### src/rtl/pnp_pkg.sv
// constants, register indexes and the card state type for the plug and play card control
// assumes nothing: definitions only, shared by every design file
package pnp_pkg;
  // auto-configuration port addresses on a 12-bit isa decode
  localparam logic [11:0] ADDR_PORT = 12'h279;
  localparam logic [11:0] WDATA_PORT = 12'hA79;
  localparam logic [1:0] RPORT_HI = 2'h0; // read port address bits 11:10
  localparam logic [1:0] RPORT_LO = 2'h3; // read port address bits 1:0
  // card control register indexes
  localparam logic [7:0] IDX_RD_PORT = 8'h00;
  localparam logic [7:0] IDX_ISOLATE = 8'h01;
  localparam logic [7:0] IDX_CFG_CTRL = 8'h02;
  localparam logic [7:0] IDX_WAKE = 8'h03;
  localparam logic [7:0] IDX_RES_DATA = 8'h04;
  localparam logic [7:0] IDX_STATUS = 8'h05;
  localparam logic [7:0] IDX_CARD_HANDLE = 8'h06;
  localparam logic [7:0] IDX_LDEV = 8'h07;
  // config control command bit positions
  localparam int CC_LDEV_BIT = 0;
  localparam int CC_WAITKEY_BIT = 1;
  localparam int CC_HANDLE_BIT = 2;
  // values after reset
  localparam logic [7:0] HANDLE_RST = 8'h00;
  localparam logic [7:0] RD_PORT_RST = 8'h00;
  localparam logic [7:0] INDEX_RST = 8'h00;
  localparam logic [7:0] LDEV_VAL = 8'h00; // single logical device
  // initiation key: seed and length of the lfsr sequence
  localparam logic [7:0] KEY_SEED = 8'h6A;
  localparam logic [5:0] KEY_LAST = 6'h1F; // count of the 32nd byte
  // isolation
  localparam logic [6:0] ID_BITS = 7'h48; // 72 identifier bits
  localparam logic [7:0] PAT_ONE = 8'h55;
  localparam logic [7:0] PAT_TWO = 8'hAA;
  localparam logic [1:0] SENSE_ONE = 2'h1;
  localparam logic [1:0] SENSE_TWO = 2'h2;
  // resource storage
  localparam int STORE_AW = 10;
  localparam logic [STORE_AW-1:0] STORE_PTR_RST = 10'h000;
  typedef enum logic [1:0] {ST_WAIT_KEY, ST_SLEEP, ST_ISOLATE, ST_CONFIG} card_state_t;
endpackage

### src/rtl/pnp_key_detect.sv
// initiation key detector: follows writes to the address port against the lfsr sequence
// assumes one-cycle write strobes from already synchronised bus signals
`timescale 1ns/1ns
module pnp_key_detect (
  input wire logic clk_i,
  input wire logic rst_i,
  input wire logic armed_i,
  input wire logic wr_i,
  input wire logic [7:0] data_i,
  output logic match_o
);
  // next key byte: shift right, feedback is the xor of the two low bits
  function automatic logic [7:0] key_next(input logic [7:0] cur);
    key_next = {cur[1] ^ cur[0], cur[7:1]};
  endfunction

  logic [7:0] expect_r; // byte the next write must carry
  logic [5:0] count_r; // bytes matched so far
  logic match_r;
  wire hit = (data_i == expect_r);
  wire last = (count_r == pnp_pkg::KEY_LAST);
  // a stray byte may itself be the first key byte, so restart from it
  wire restart_one = (data_i == pnp_pkg::KEY_SEED);

  //////////////////////////////////////////////////////////////////////////////
  // sequence tracker
  always_ff @(posedge clk_i) begin
    if (rst_i || !armed_i) begin
      expect_r <= pnp_pkg::KEY_SEED;
      count_r <= 6'h00;
      match_r <= 1'b0;
    end else begin
      match_r <= wr_i && hit && last; // RULE23
      if (wr_i && hit && !last) begin
        expect_r <= key_next(expect_r);
        count_r <= count_r + 6'h01;
      end else if (wr_i && !hit && restart_one) begin
        expect_r <= key_next(pnp_pkg::KEY_SEED);
        count_r <= 6'h01;
      end else if (wr_i) begin
        // any other write breaks the sequence
        expect_r <= pnp_pkg::KEY_SEED;
        count_r <= 6'h00;
      end
    end
  end

  assign match_o = match_r;

  key_full_a: assert property (@(posedge clk_i) disable iff (rst_i) // RULE23
    match_r |-> $past(count_r) == 6'h1F && $past(wr_i))
    else $error("key match without 32 consecutive bytes");
endmodule

### src/rtl/pnp_resource_fetch.sv
// resource data fetcher: reads bytes from slow storage one at a time, flags when one is ready
// assumes storage answers a held request with a one-cycle ack on the same clock
`timescale 1ns/1ns
module pnp_resource_fetch (
  input wire logic clk_i,
  input wire logic rst_i,
  input wire logic restart_i,
  input wire logic take_i,
  output logic ready_o,
  output logic [7:0] byte_o,
  output logic [pnp_pkg::STORE_AW-1:0] store_addr_o,
  output logic store_req_o,
  input wire logic [7:0] store_data_i,
  input wire logic store_ack_i
);
  logic [pnp_pkg::STORE_AW-1:0] ptr_r; // storage pointer
  logic req_r;
  logic ready_r;
  logic [7:0] byte_r;
  wire consume = take_i && ready_r;

  //////////////////////////////////////////////////////////////////////////////
  // pointer, request and ready flag
  always_ff @(posedge clk_i) begin
    if (rst_i || restart_i) begin
      ptr_r <= pnp_pkg::STORE_PTR_RST; // RULE15
      req_r <= 1'b1;
      ready_r <= 1'b0;
      byte_r <= 8'h00;
    end else if (consume) begin
      // byte handed out: move on and fetch the next
      ptr_r <= ptr_r + 10'h001; // RULE16
      req_r <= 1'b1;
      ready_r <= 1'b0;
    end else if (req_r && store_ack_i) begin
      byte_r <= store_data_i;
      req_r <= 1'b0;
      ready_r <= 1'b1; // RULE17
    end
  end

  assign ready_o = ready_r;
  assign byte_o = byte_r;
  assign store_addr_o = ptr_r;
  assign store_req_o = req_r;

  res_take_a: assert property (@(posedge clk_i) disable iff (rst_i) // RULE17
    consume && !restart_i |=> !ready_r && req_r && ptr_r == $past(ptr_r) + 10'h001)
    else $error("resource take did not clear ready and advance");
endmodule

### src/rtl/pnp_card_control.sv
// plug and play card control: isa port decode, card states, isolation and card registers
// assumes raw isa pins on CLK_I's board, serial id and storage on the CLK_I domain
//
// Function
// [RULE1] host reads 72 pairs, 55h/AAh is one
// [RULE2] host checks checksum over first 64 bits
// [RULE3] first failure means read port conflict, relocate
// [RULE4] later failure means no more cards remain
// [RULE5] host waits 1 ms, then 250 ms per pair; testbench waits 1 ms, then reads pairs back to back
// [RULE6] hardware reset: key wait, handle cleared
// [RULE7] wait-key command returns card to key wait
// [RULE8] index 0 write sets read port bits 9:2
// [RULE9] isolation read compares one identifier bit
// [RULE10] control bit 0 resets logical device, keeps handle
// [RULE11] control bit 1 returns to key wait
// [RULE12] control bit 2 clears card handle
// [RULE13] control register write-only, bits self-clear
// [RULE14] matching wake: zero isolates, nonzero configures
// [RULE15] any wake write rewinds storage pointer
// [RULE16] resource read returns next byte
// [RULE17] status bit 0 flags byte ready
// [RULE18] index 6 write sets card handle
// [RULE19] logical device index reads zero
// [RULE20] only two memory descriptors, none third
// [RULE21] one bit drives 55h then AAh, else senses
// [RULE22] identifier shifts out bit 0 first
// [RULE23] ports enabled only after full key
// [RULE24] address port selects register index
// [RULE25] commands in wrong state or mismatch ignored
`timescale 1ns/1ns
module pnp_card_control (
  input wire logic CLK_I,
  input wire logic RST_I,
  input wire logic [11:0] SA_I,
  input wire logic [7:0] SD_I,
  input wire logic IOR_N_I,
  input wire logic IOW_N_I,
  input wire logic AEN_I,
  output logic [7:0] SD_O,
  output logic SD_OE_O,
  input wire logic [71:0] SERIAL_ID_I,
  output logic [pnp_pkg::STORE_AW-1:0] STORE_ADDR_O,
  output logic STORE_REQ_O,
  input wire logic [7:0] STORE_DATA_I,
  input wire logic STORE_ACK_I,
  output logic LDEV_RESET_O,
  output logic [1:0] CARD_STATE_O,
  output logic [7:0] CARD_HANDLE_O
);

  //////////////////////////////////////////////////////////////////////////////
  // pin synchronisers: stage one feeds stage two only
  logic [11:0] sa_s1, sa_s2;
  logic [7:0] sd_s1, sd_s2;
  logic ior_s1, ior_s2, iow_s1, iow_s2, aen_s1, aen_s2;
  logic ior_d, iow_d; // delayed stage two, for edge detection

  // two flops on every bus pin; adds ~80 ns of latency to each strobe
  always_ff @(posedge CLK_I) begin
    if (RST_I) begin
      sa_s1 <= 12'h000;
      sa_s2 <= 12'h000;
      sd_s1 <= 8'h00;
      sd_s2 <= 8'h00;
      {ior_s1, ior_s2, ior_d} <= 3'h7;
      {iow_s1, iow_s2, iow_d} <= 3'h7;
      {aen_s1, aen_s2} <= 2'h3;
    end else begin
      sa_s1 <= SA_I;
      sa_s2 <= sa_s1;
      sd_s1 <= SD_I;
      sd_s2 <= sd_s1;
      {ior_s1, ior_s2, ior_d} <= {IOR_N_I, ior_s1, ior_s2};
      {iow_s1, iow_s2, iow_d} <= {IOW_N_I, iow_s1, iow_s2};
      {aen_s1, aen_s2} <= {AEN_I, aen_s1};
    end
  end

  //////////////////////////////////////////////////////////////////////////////
  // state and registers
  pnp_pkg::card_state_t state_r, state_nxt;
  logic [7:0] index_r; // last address port value
  logic [7:0] rd_port_r; // read port address bits 9:2
  logic [7:0] handle_r; // card handle
  logic [6:0] id_pos_r; // identifier bit under test
  logic phase_r; // 0 first read of a pair, 1 second
  logic sense_r; // another card seen on the first read
  logic rd_active_r; // a read of ours is in progress
  logic [7:0] sd_r;
  logic sd_oe_r;
  logic ldev_rst_r;

  //////////////////////////////////////////////////////////////////////////////
  // strobe and address decode
  wire wr_stb = iow_d && !iow_s2 && !aen_s2; // write taken at strobe start
  wire rd_start = ior_d && !ior_s2 && !aen_s2;
  wire rd_end = !ior_d && ior_s2; // bus data sampled here, still before release
  wire hit_addr = (sa_s2 == pnp_pkg::ADDR_PORT);
  wire hit_wdata = (sa_s2 == pnp_pkg::WDATA_PORT);
  wire hit_rport = (sa_s2 == {pnp_pkg::RPORT_HI, rd_port_r, pnp_pkg::RPORT_LO});
  wire ports_en = (state_r != pnp_pkg::ST_WAIT_KEY);
  wire in_iso = (state_r == pnp_pkg::ST_ISOLATE);
  wire in_cfg = (state_r == pnp_pkg::ST_CONFIG);
  wire in_sleep = (state_r == pnp_pkg::ST_SLEEP);
  wire idx_wr = wr_stb && hit_addr && ports_en;
  wire reg_wr = wr_stb && hit_wdata && ports_en;
  wire wr_rport = reg_wr && index_r == pnp_pkg::IDX_RD_PORT && (in_iso || in_cfg);
  wire wr_cc = reg_wr && index_r == pnp_pkg::IDX_CFG_CTRL;
  wire wr_wake = reg_wr && index_r == pnp_pkg::IDX_WAKE;
  wire wr_handle = reg_wr && index_r == pnp_pkg::IDX_CARD_HANDLE && (in_iso || in_cfg);
  wire wake_hit = wr_wake && in_sleep && sd_s2 == handle_r;
  wire rd_hit = rd_start && hit_rport && ports_en;

  //////////////////////////////////////////////////////////////////////////////
  // key detector and resource fetcher
  logic key_match;
  logic res_ready;
  logic [7:0] res_byte;

  pnp_key_detect u_key (
    .clk_i(CLK_I),
    .rst_i(RST_I),
    .armed_i(!ports_en),
    .wr_i(wr_stb && hit_addr),
    .data_i(sd_s2),
    .match_o(key_match)
  );

  wire res_take = rd_end && rd_active_r && in_cfg && index_r == pnp_pkg::IDX_RES_DATA;

  pnp_resource_fetch u_res (
    .clk_i(CLK_I),
    .rst_i(RST_I),
    .restart_i(wr_wake), // RULE15
    .take_i(res_take), // RULE16
    .ready_o(res_ready),
    .byte_o(res_byte),
    .store_addr_o(STORE_ADDR_O),
    .store_req_o(STORE_REQ_O),
    .store_data_i(STORE_DATA_I),
    .store_ack_i(STORE_ACK_I)
  );

  //////////////////////////////////////////////////////////////////////////////
  // isolation decode
  wire id_live = (id_pos_r < pnp_pkg::ID_BITS); // stays quiet after the last bit
  wire cur_bit = id_live && SERIAL_ID_I[id_pos_r]; // RULE22
  wire iso_sel = in_iso && id_live && index_r == pnp_pkg::IDX_ISOLATE; // RULE9
  wire iso_end = rd_end && rd_active_r && iso_sel;
  wire lost = !cur_bit && sense_r && sd_s2[1:0] == pnp_pkg::SENSE_TWO; // RULE21
  wire [7:0] iso_data = phase_r ? pnp_pkg::PAT_TWO : pnp_pkg::PAT_ONE; // RULE21

  //////////////////////////////////////////////////////////////////////////////
  // read data decode; indexes above the card block, descriptor 2 among them, float
  wire cfg_readable = in_cfg && index_r >= pnp_pkg::IDX_RES_DATA
                      && index_r <= pnp_pkg::IDX_LDEV; // RULE20
  wire [7:0] cfg_data = (index_r == pnp_pkg::IDX_RES_DATA) ? res_byte :
                        (index_r == pnp_pkg::IDX_STATUS) ? {7'h00, res_ready} : // RULE17
                        (index_r == pnp_pkg::IDX_CARD_HANDLE) ? handle_r :
                        pnp_pkg::LDEV_VAL; // RULE19
  wire drive_now = (iso_sel && cur_bit) || cfg_readable;
  wire [7:0] drive_data = cfg_readable ? cfg_data : iso_data;

  //////////////////////////////////////////////////////////////////////////////
  // next card state; reset and key wait win over every other command
  always_comb begin
    state_nxt = state_r;
    case (state_r)
      pnp_pkg::ST_WAIT_KEY: begin
        if (key_match) begin
          state_nxt = pnp_pkg::ST_SLEEP; // RULE23
        end
      end
      pnp_pkg::ST_SLEEP: begin
        if (wake_hit) begin
          // zero data wakes into isolation, otherwise into config
          state_nxt = (sd_s2 == 8'h00) ? pnp_pkg::ST_ISOLATE : pnp_pkg::ST_CONFIG; // RULE14
        end
      end
      pnp_pkg::ST_ISOLATE: begin
        if (wr_handle) begin
          state_nxt = pnp_pkg::ST_CONFIG; // RULE18
        end else if (iso_end && phase_r && lost) begin
          state_nxt = pnp_pkg::ST_SLEEP; // lost this round, waits for a later one
        end
      end
      pnp_pkg::ST_CONFIG: begin
        state_nxt = pnp_pkg::ST_CONFIG; // RULE25
      end
      default: begin
        state_nxt = pnp_pkg::ST_WAIT_KEY;
      end
    endcase
    if (wr_cc && sd_s2[pnp_pkg::CC_WAITKEY_BIT]) begin
      state_nxt = pnp_pkg::ST_WAIT_KEY; // RULE7 RULE11
    end
  end

  //////////////////////////////////////////////////////////////////////////////
  // state register, handle, read port and index
  always_ff @(posedge CLK_I) begin
    if (RST_I) begin
      state_r <= pnp_pkg::ST_WAIT_KEY; // RULE6
      handle_r <= pnp_pkg::HANDLE_RST; // RULE6
      rd_port_r <= pnp_pkg::RD_PORT_RST;
      index_r <= pnp_pkg::INDEX_RST;
    end else begin
      state_r <= state_nxt;
      if (wr_cc && sd_s2[pnp_pkg::CC_HANDLE_BIT]) begin
        handle_r <= pnp_pkg::HANDLE_RST; // RULE12
      end else if (wr_handle) begin
        handle_r <= sd_s2; // RULE18
      end
      if (wr_rport) begin
        rd_port_r <= sd_s2; // RULE8
      end
      if (idx_wr) begin
        index_r <= sd_s2; // RULE24
      end
    end
  end

  //////////////////////////////////////////////////////////////////////////////
  // isolation bit walk
  always_ff @(posedge CLK_I) begin
    if (RST_I || !in_iso) begin
      id_pos_r <= 7'h00;
      phase_r <= 1'b0;
      sense_r <= 1'b0;
    end else if (iso_end && !phase_r) begin
      phase_r <= 1'b1;
      sense_r <= sd_s2[1:0] == pnp_pkg::SENSE_ONE; // RULE21
    end else if (iso_end) begin
      phase_r <= 1'b0;
      sense_r <= 1'b0;
      id_pos_r <= id_pos_r + 7'h01; // RULE22
    end
  end

  //////////////////////////////////////////////////////////////////////////////
  // data bus driver: held from read start to strobe release
  always_ff @(posedge CLK_I) begin
    if (RST_I) begin
      sd_r <= 8'h00;
      sd_oe_r <= 1'b0;
      rd_active_r <= 1'b0;
    end else if (rd_hit) begin
      sd_r <= drive_data;
      sd_oe_r <= drive_now; // RULE21
      rd_active_r <= 1'b1;
    end else if (ior_s2) begin
      sd_oe_r <= 1'b0;
      rd_active_r <= 1'b0;
    end
  end

  //////////////////////////////////////////////////////////////////////////////
  // logical device reset pulse; control bits are never stored
  always_ff @(posedge CLK_I) begin
    if (RST_I) begin
      ldev_rst_r <= 1'b0;
    end else begin
      ldev_rst_r <= wr_cc && sd_s2[pnp_pkg::CC_LDEV_BIT]; // RULE10 RULE13
    end
  end

  assign SD_O = sd_r;
  assign SD_OE_O = sd_oe_r;
  assign LDEV_RESET_O = ldev_rst_r;
  assign CARD_STATE_O = state_r;
  assign CARD_HANDLE_O = handle_r;

  //////////////////////////////////////////////////////////////////////////////
  // checks
  hw_reset_a: assert property (@(posedge CLK_I) // RULE6
    RST_I |=> state_r == pnp_pkg::ST_WAIT_KEY && handle_r == 8'h00)
    else $error("reset did not reach key wait with cleared handle");
  cc_waitkey_a: assert property (@(posedge CLK_I) disable iff (RST_I) // RULE11
    wr_cc && sd_s2[1] |=> state_r == pnp_pkg::ST_WAIT_KEY && handle_r == $past(handle_r)
      || $past(sd_s2[2]))
    else $error("wait key command failed or lost the handle");
  cc_handle_clr_a: assert property (@(posedge CLK_I) disable iff (RST_I) // RULE12
    wr_cc && sd_s2[2] |=> handle_r == 8'h00)
    else $error("handle not cleared by control write");
  ldev_pulse_a: assert property (@(posedge CLK_I) disable iff (RST_I) // RULE13
    wr_cc && sd_s2[0] |=> LDEV_RESET_O ##1 !LDEV_RESET_O)
    else $error("logical device reset not a single pulse");
  wake_cfg_a: assert property (@(posedge CLK_I) disable iff (RST_I) // RULE14
    wake_hit && sd_s2 != 8'h00 |=> state_r == pnp_pkg::ST_CONFIG)
    else $error("matching wake did not enter config");
  wake_miss_a: assert property (@(posedge CLK_I) disable iff (RST_I) // RULE25
    wr_wake && sd_s2 != handle_r |=> $stable(state_r))
    else $error("mismatched wake changed the card state");
  iso_one_a: assert property (@(posedge CLK_I) disable iff (RST_I) // RULE21
    rd_hit && iso_sel && cur_bit && !phase_r |=> SD_OE_O && SD_O == 8'h55)
    else $error("first isolation read did not drive 55h");
  ldev_zero_a: assert property (@(posedge CLK_I) disable iff (RST_I) // RULE19
    rd_hit && in_cfg && index_r == 8'h07 |=> SD_OE_O && SD_O == 8'h00)
    else $error("logical device index did not read zero");
  rd_port_a: assert property (@(posedge CLK_I) disable iff (RST_I) // RULE8
    wr_rport |=> rd_port_r == $past(sd_s2))
    else $error("read port address not loaded");
endmodule

### config.mk
export PLATFORM = sky130hd
export DESIGN_NAME = pnp_card_control
export DESIGN_NICKNAME = d
export VERILOG_FILES = /design/src/rtl/pnp_pkg.sv /design/src/rtl/pnp_key_detect.sv /design/src/rtl/pnp_resource_fetch.sv /design/src/rtl/pnp_card_control.sv
export SDC_FILE = /design/constraint.sdc
export NUM_CORES = 1
export LEC_CHECK = 0
export ABC_AREA = 0
export BUFFER_PORTS_ARGS = -buffer_cell sky130_fd_sc_hd__buf_2
export CORE_MARGIN = 5
export CORE_UTILIZATION = 49
export CTS_CLUSTER_SIZE = 24
export DETAILED_ROUTE_END_ITERATION = 10
export HOLD_SLACK_MARGIN = 0.08
export PLACE_DENSITY_LB_ADDON = 0.1
export SLEW_MARGIN = 20
export SYNTH_ARGS = -nofsm -noshare
export SYNTH_HDL_FRONTEND = slang
export SYNTH_SLANG_ARGS = --single-unit
### constraint.sdc
create_clock -name CLK_I -period 2.1 [get_ports CLK_I]
set_input_delay 0.105 -clock CLK_I [delete_from_list [all_inputs] [get_ports CLK_I]]
set_output_delay 0.105 -clock CLK_I [all_outputs]
set_load 0.05 [all_outputs]
# After elaboration in Yosys (flattened, before gate mapping)
# Index checks and enable logic that the tools add are counted.
classes:
  add_sub_neg: 3
  magnitude_cmp: 4
  n_eq_ne: 21
  muxes: 25
  bitwise: 3
  n_reduce_logical: 71
ops:
  columns: ["operator", "count"]
  rows:
  - ["2-to-1 mux 8 bit", 8]
  - ["logical AND 1 bit", 44]
  - ["equality test 8 x 3 -> 1 bit (second input constant)", 3]
  - ["2-to-1 mux 6 bit", 3]
  - ["equality test 8 x 2 -> 1 bit (second input constant)", 2]
  - ["equality test 8 bit", 2]
  - ["zero test 8 bit", 2]
  - ["equality test 12 x 10 -> 1 bit", 1]
  - ["equality test 12 x 10 -> 1 bit (second input constant)", 1]
  - ["equality test 12 bit (second input constant)", 1]
  - ["adder 10 x 1 -> 10 bit (second input constant)", 1]
  - ["zero test 1 bit", 9]
  - ["equality test 8 x 1 -> 1 bit (second input constant)", 1]
  - ["equality test 8 x 7 -> 1 bit (second input constant)", 1]
  - [">= comparator 8 x 3 -> 1 bit (second input constant)", 1]
  - ["less-or-equal comparator 8 x 3 -> 1 bit (second input constant)", 1]
  - ["less-than comparator 7 x 8 -> 1 bit (second input constant)", 1]
  - ["2-to-1 mux 1 bit", 8]
  - ["2-to-1 mux 2 bit", 4]
  - ["one-hot mux 2 bit (4 select lines)", 1]
  - ["adder 7 x 1 -> 7 bit (second input constant)", 1]
  - ["binary-select mux 1 bit (select 7 bit)", 1]
  - ["less-than comparator 7 bit (second input constant)", 1]
  - ["adder 6 x 1 -> 6 bit (second input constant)", 1]
  - ["14 further kinds", 28]
word_totals:
  reg_bits: 129
  inputBits: 106
  out_inout_bits: 31
  word_cells: 157

# Longest topological paths before layout
logic_depth:
  word_depth: 10
  ltp_mapped: 9
  depth_no_buf: 6

# Cells and area by module
# From an unflattened synthesis, not the netlist that was laid out.
unflattened:
  hier_cells: 613
  area_unflattened_um2: 5931.9
modules_own_cells:
  columns: ["mod", "n_inst", "cells_each", "area_each_um2", "seq_area_each_um2"]
  rows:
  - ["pnp_card_control", 1, 418, 4235.3, 1881.8]
  - ["pnp_key_detect", 1, 97, 849.6, 300.3]
  - ["pnp_resource_fetch", 1, 98, 847.1, 400.4]

# Worst setup path before layout
# OpenSTA, ideal clock, no wires.
synth_timing:
  path_kind: "register -> register"
  start: "register state_r[1] (netlist: CARD_STATE_O[1])"
  end: "register handle_r[0] (netlist: CARD_HANDLE_O[0])"
  setup_ps: 120
  arrival_ps: 2525
  required_time_ps: 1980
  path_slack_ps: -546
  stages_incl_launch_ff: 8
  path_buffers: 1
  synth_period_minus_slack_ps: 2646
  cell_sequence: "dfxtp_1 -> buf_2 -> nor2_1 -> or4b_2 -> nor4b_2 -> nand4_2 -> mux2i_1 -> nor2_1"
synth_via:
  elab_chain_cells: 5
synth_rtl:
  columns: ["item", "line", "source"]
  rows:
  - ["from (decl)", "pnp_card_control.sv:81", "pnp_pkg::card_state_t state_r, state_nxt;"]
  - ["from (signal assigned)", "pnp_card_control.sv:203", "state_r <= pnp_pkg::ST_WAIT_KEY;"]
  - ["from (signal assigned)", "pnp_card_control.sv:208", "state_r <= state_nxt;"]
  - ["nonzero test 2 bit", "pnp_card_control.sv:101", "wire ports_en = (state_r != pnp_pkg::ST_WAIT_KEY);"]
  - ["logical AND 1 bit", "pnp_card_control.sv:106", "wire reg_wr = wr_stb && hit_wdata && ports_en;"]
  - ["logical AND 1 bit", "pnp_card_control.sv:108", "wire wr_cc = reg_wr && index_r == pnp_pkg::IDX_CFG_CTRL;"]
  - ["logical AND 1 bit", "pnp_card_control.sv:209", "if (wr_cc && sd_s2[pnp_pkg::CC_HANDLE_BIT]) begin"]
  - ["OR reduction 2 bit (no source line)", null, null]
  - ["to (signal assigned)", "pnp_card_control.sv:204", "handle_r <= pnp_pkg::HANDLE_RST;"]
  - ["to (signal assigned)", "pnp_card_control.sv:210", "handle_r <= pnp_pkg::HANDLE_RST;"]
  - ["to (signal assigned)", "pnp_card_control.sv:212", "handle_r <= sd_s2;"]
  - ["to (decl)", "pnp_card_control.sv:84", "logic [7:0] handle_r;"]
# Several ways; a longest one is shown, not always the timed one.
# A chain may end at the register's enable or synchronous reset.

# Worst setup path in the final report
layout_timing:
  start: "register iow_s2"
  end: "register u_res.byte_r[2] (netlist: u_res.byte_o[2])"
layout_via:
  elab_chain_cells: 7
layout_rtl:
  columns: ["item", "line", "source"]
  rows:
  - ["from (decl)", "pnp_card_control.sv:55", "logic ior_s1, ior_s2, iow_s1, iow_s2, aen_s1, aen_s2;"]
  - ["from (signal assigned)", "pnp_card_control.sv:74", "{iow_s1, iow_s2, iow_d} <= {IOW_N_I, iow_s1, iow_s2};"]
  - ["zero test 1 bit", "pnp_card_control.sv:95", "wire wr_stb = iow_d && !iow_s2 && !aen_s2;"]
  - ["logical AND 1 bit (2 in a row)", "pnp_card_control.sv:95", null]
  - ["logical AND 1 bit (2 in a row)", "pnp_card_control.sv:106", null]
  - ["logical AND 1 bit", "pnp_card_control.sv:109", "wire wr_wake = reg_wr && index_r == pnp_pkg::IDX_WAKE;"]
  - ["logical OR 1 bit", "pnp_resource_fetch.sv:25", "if (rst_i || restart_i) begin"]
  - ["to (signal assigned)", "pnp_resource_fetch.sv:36", "byte_r <= store_data_i;"]
  - ["to (decl)", "pnp_resource_fetch.sv:19", "logic [7:0] byte_r;"]
# No other way between the ends.

==> flow_summary.ini <==
[clocking]
cts_buffers = 17
h-tree-depth = 4
cts_tree = done
clockBufferDepth = 2
clkTransAtPathRegs_ns = 0.06
cts_root_buffer = clkbuf_16
clkSinkCount = 129
clk_latency_ns = 0.42

[cells_and_area]
final_util_pct = 72.7
n_antenna_cell = 0
area_growth_pct = 46.3
final_cells = 1016
num-nets-final = 965
drive_above_1_share_pct = 42.8

[timing]
post-route-worst-setup-slack_ns = -0.276
fin_crit_ns = 2.38
slew_headroom_pct = 56.8
report.final.setup_viol = 60
rsz0062_at_grt = true
hold_viol = 0
fin_crit_sh_pct = 113
fmax_mhz = 421
drv_slew = 0
clock_skew_ns = 0.00671
tightest_slew_ns = 0.643
holdWs_ns = 0.170

[logic_synthesis]
yosysSeqAreaShare_pct = 43.5
ys_seq_elements = 129
synth-edff-count = 0
synth_area_per_cell_um2 = 9.54
async_reset_ff_share_pct = 0
syn_nets = 732
synth.distinct_cells = 68
syn_area_um2 = 5940
ys_warn_count = 0
syn-instance-count = 623
synth_flop_cell = dfxtp_1

[pwr]
p_leak_nw = 3.60
power_density_nw_per_um2 = 697
peakVddDrop_mv = 0.668
p_total_mw = 6.07

[worst_setup_path]
cp.depth = 9
critPathRequiredTime_ns = 2.40
slowest_stage = or4b_4
max_stage_delay_ns = 0.52
crit_arrival_ns = 2.68
path_cells = or4b_4 -> or3_4 -> buf_6 -> buf_12 -> nor4_4 -> buf_4 -> or2_4 -> clkbuf_16 -> nor2_1
path_max_fanout = 5
crit_path_end_kind = flop
crit_family = simple AND/OR/NAND/NOR gates
start_kind = flop
crit_type = flop to flop
critPathBufInv = 4
r2r_cells = 9

[run_status]
outcome = finished, violations left
violations = setup timing

[routing]
vias_per_cell = 5.39
post_drt_wl_per_cell_um = 16.1
vias = 5475
dr.pass1.iters = 5
wl_mm = 16.3
drc_errors = 0
drt_iter0_markers = 307
ant_nets = 0

[placed_design]
dp_hpwl_mm = 11.6
place_ws_ns = -0.330
place_inst = 942
routabilityCongestion = 0.852
port_buffers = 136

[hold_path]
hold_depth = 2
hp-class = primary input to flop

[grt]
grt_usage_pct = 22.0
grt_pass1_vias = 5366
grt_max_degree = 32
grt_pass1_wl_mm = 25.6
antenna_found_initial = 0
overflow = 0

[floorplanning]
rows = 40
chipHeight_um = 120
core_um2 = 12000
ios = 137
initial_utilization_pct = 49.7
dieArea_um2 = 14400
chipWidth_um = 120

[job]
cap_violations = 0
power by group:
part           switching (mW)  internal, mW
combinational           0.170         0.242
clock                    1.08          2.05
sequential             0.0268          2.50
timing repair:
action,in CTS,in global routing
setup endpoints to repair,69,74
gates cloned,0,3
gates resized for setup,28,69
hold endpoints to repair,33,0
setup buffers,3,4
pin swaps,19,29
hold buffers,32,0
cells in the mapped netlist (2+ instances only):
library cell    n  area share, %
a21oi_1        35            2.9
a221oi_1        2           0.29
a311oi_1        2           0.29
a31oi_1         3           0.32
and2_1          2           0.21
and3_1          3           0.32
and3b_1         2           0.29
and4_1          2           0.29
buf_1           3           0.19
buf_2          14            1.2
clkbuf_1       22            1.4
dfxtp_1       129             43
ha_1            3           0.63
inv_1           7           0.44
mux2_2          2           0.38
mux2i_1        41            6.9
mux4_2         15            5.7
nand2_1        57            3.6
nand2b_1        5           0.53
nand3_1        14            1.2
nand3b_1        5           0.63
nand4_1        10            1.1
nand4b_1        3           0.44
nor2_1         60            3.8
nor2b_1        44            4.6
nor3_1          9           0.76
nor4_1          9           0.95
nor4_4          2           0.72
nor4b_1         3           0.44
o211a_1         2           0.34
o21ai_0         7           0.59
o21ai_1         3           0.25
o22ai_1         9           0.95
or2_2          12            1.3
or3_1           3           0.32
or3_4           2           0.38
or4_1           4           0.51
or4_4           4           0.76
or4b_2          2           0.34
xnor2_1        21            3.1
xor2_1         19            2.8
logic make-up (layout without fill, tap and decap cells):
family	after synthesis	after routing	share of synthesized area, %
AO/OA/AOI/OAI	76	76	7.85
AND/OR/NAND/NOR	268	268	25.6
adder cells (fa/ha/maj)	3	3	0.632
flip-flops	129	129	43.5
XOR/XNOR	40	40	5.89
buffers and inverters	49	295	3.58
multiplexers	58	58	13.0
per-stage QoR:
stage               cell area [um2]  TNS, ns
global route                   8700   -15.14
detailed placement             7250   -11.71
global placement               7250   -10.18
floorplan                      5980    -5.72
CTS                            8340    -5.97
finish                         8700   -10.86
area by class of cell:
| class | instances | area (um2) |
|---|---|---|
| multi-input combinational | 445 | 3480 |
| fill | 868 | 3260 |
| sequential | 129 | 2600 |
| timing repair buffer | 255 | 1770 |
| clock buffer | 19 | 453 |
| clock inverter | 13 | 185 |
| tap | 147 | 184 |
| inverter | 8 | 30.0 |
per-layer routing:
| layer | up-vias | share of wire [%] | GRT usage, % |
|---|---|---|---|
| li1 | 2656 | - | - |
| met1 | 2592 | 42 | 26.0 |
| met2 | 190 | 49 | 38.2 |
| met3 | 37 | 6.9 | 5.14 |
| met4 | 0 | 2.1 | 9.38 |
| met5 | - | 0 | 0 |
layout by cell type, fill, tap and decap left out, types with 8 or more instances in the layout:
master / n
clkbuf_16: 19
xor2_1: 18
xnor2_1: 21
a21oi_1: 24
a21oi_2: 11
nand2_1: 50
dlygate4sd3_1: 32
buf_2: 136
or2_2: 11
mux2i_1: 39
nor2_1: 45
nor2b_1: 44
buf_6: 12
nor2_2: 8
dfxtp_1: 122
buf_4: 70
nand3_1: 11
nand4_1: 10
mux4_2: 15
registers in the layout, summed over array words and instances (netlist names), 8 cells and up:
name	flops
sa_s1	12
sa_s2	12
u_res.store_addr_o	10
CARD_HANDLE_O	8
SD_O	8
index_r	8
rd_port_r	8
sd_s1	8
sd_s2	8
u_key.expect_r	8
u_res.byte_o	8
final timing paths:
check	from	end	slack (ns)
worst max-delay path	iow_s2	u_res.byte_o[2]	-0.28
worst min-delay path	RST_I	index_r[5]	0.17
worst max register to register	iow_s2	u_res.byte_o[2]	-0.28
worst min register to register	iow_s1	iow_s2	0.41
(Power assumes the default switching activity.)
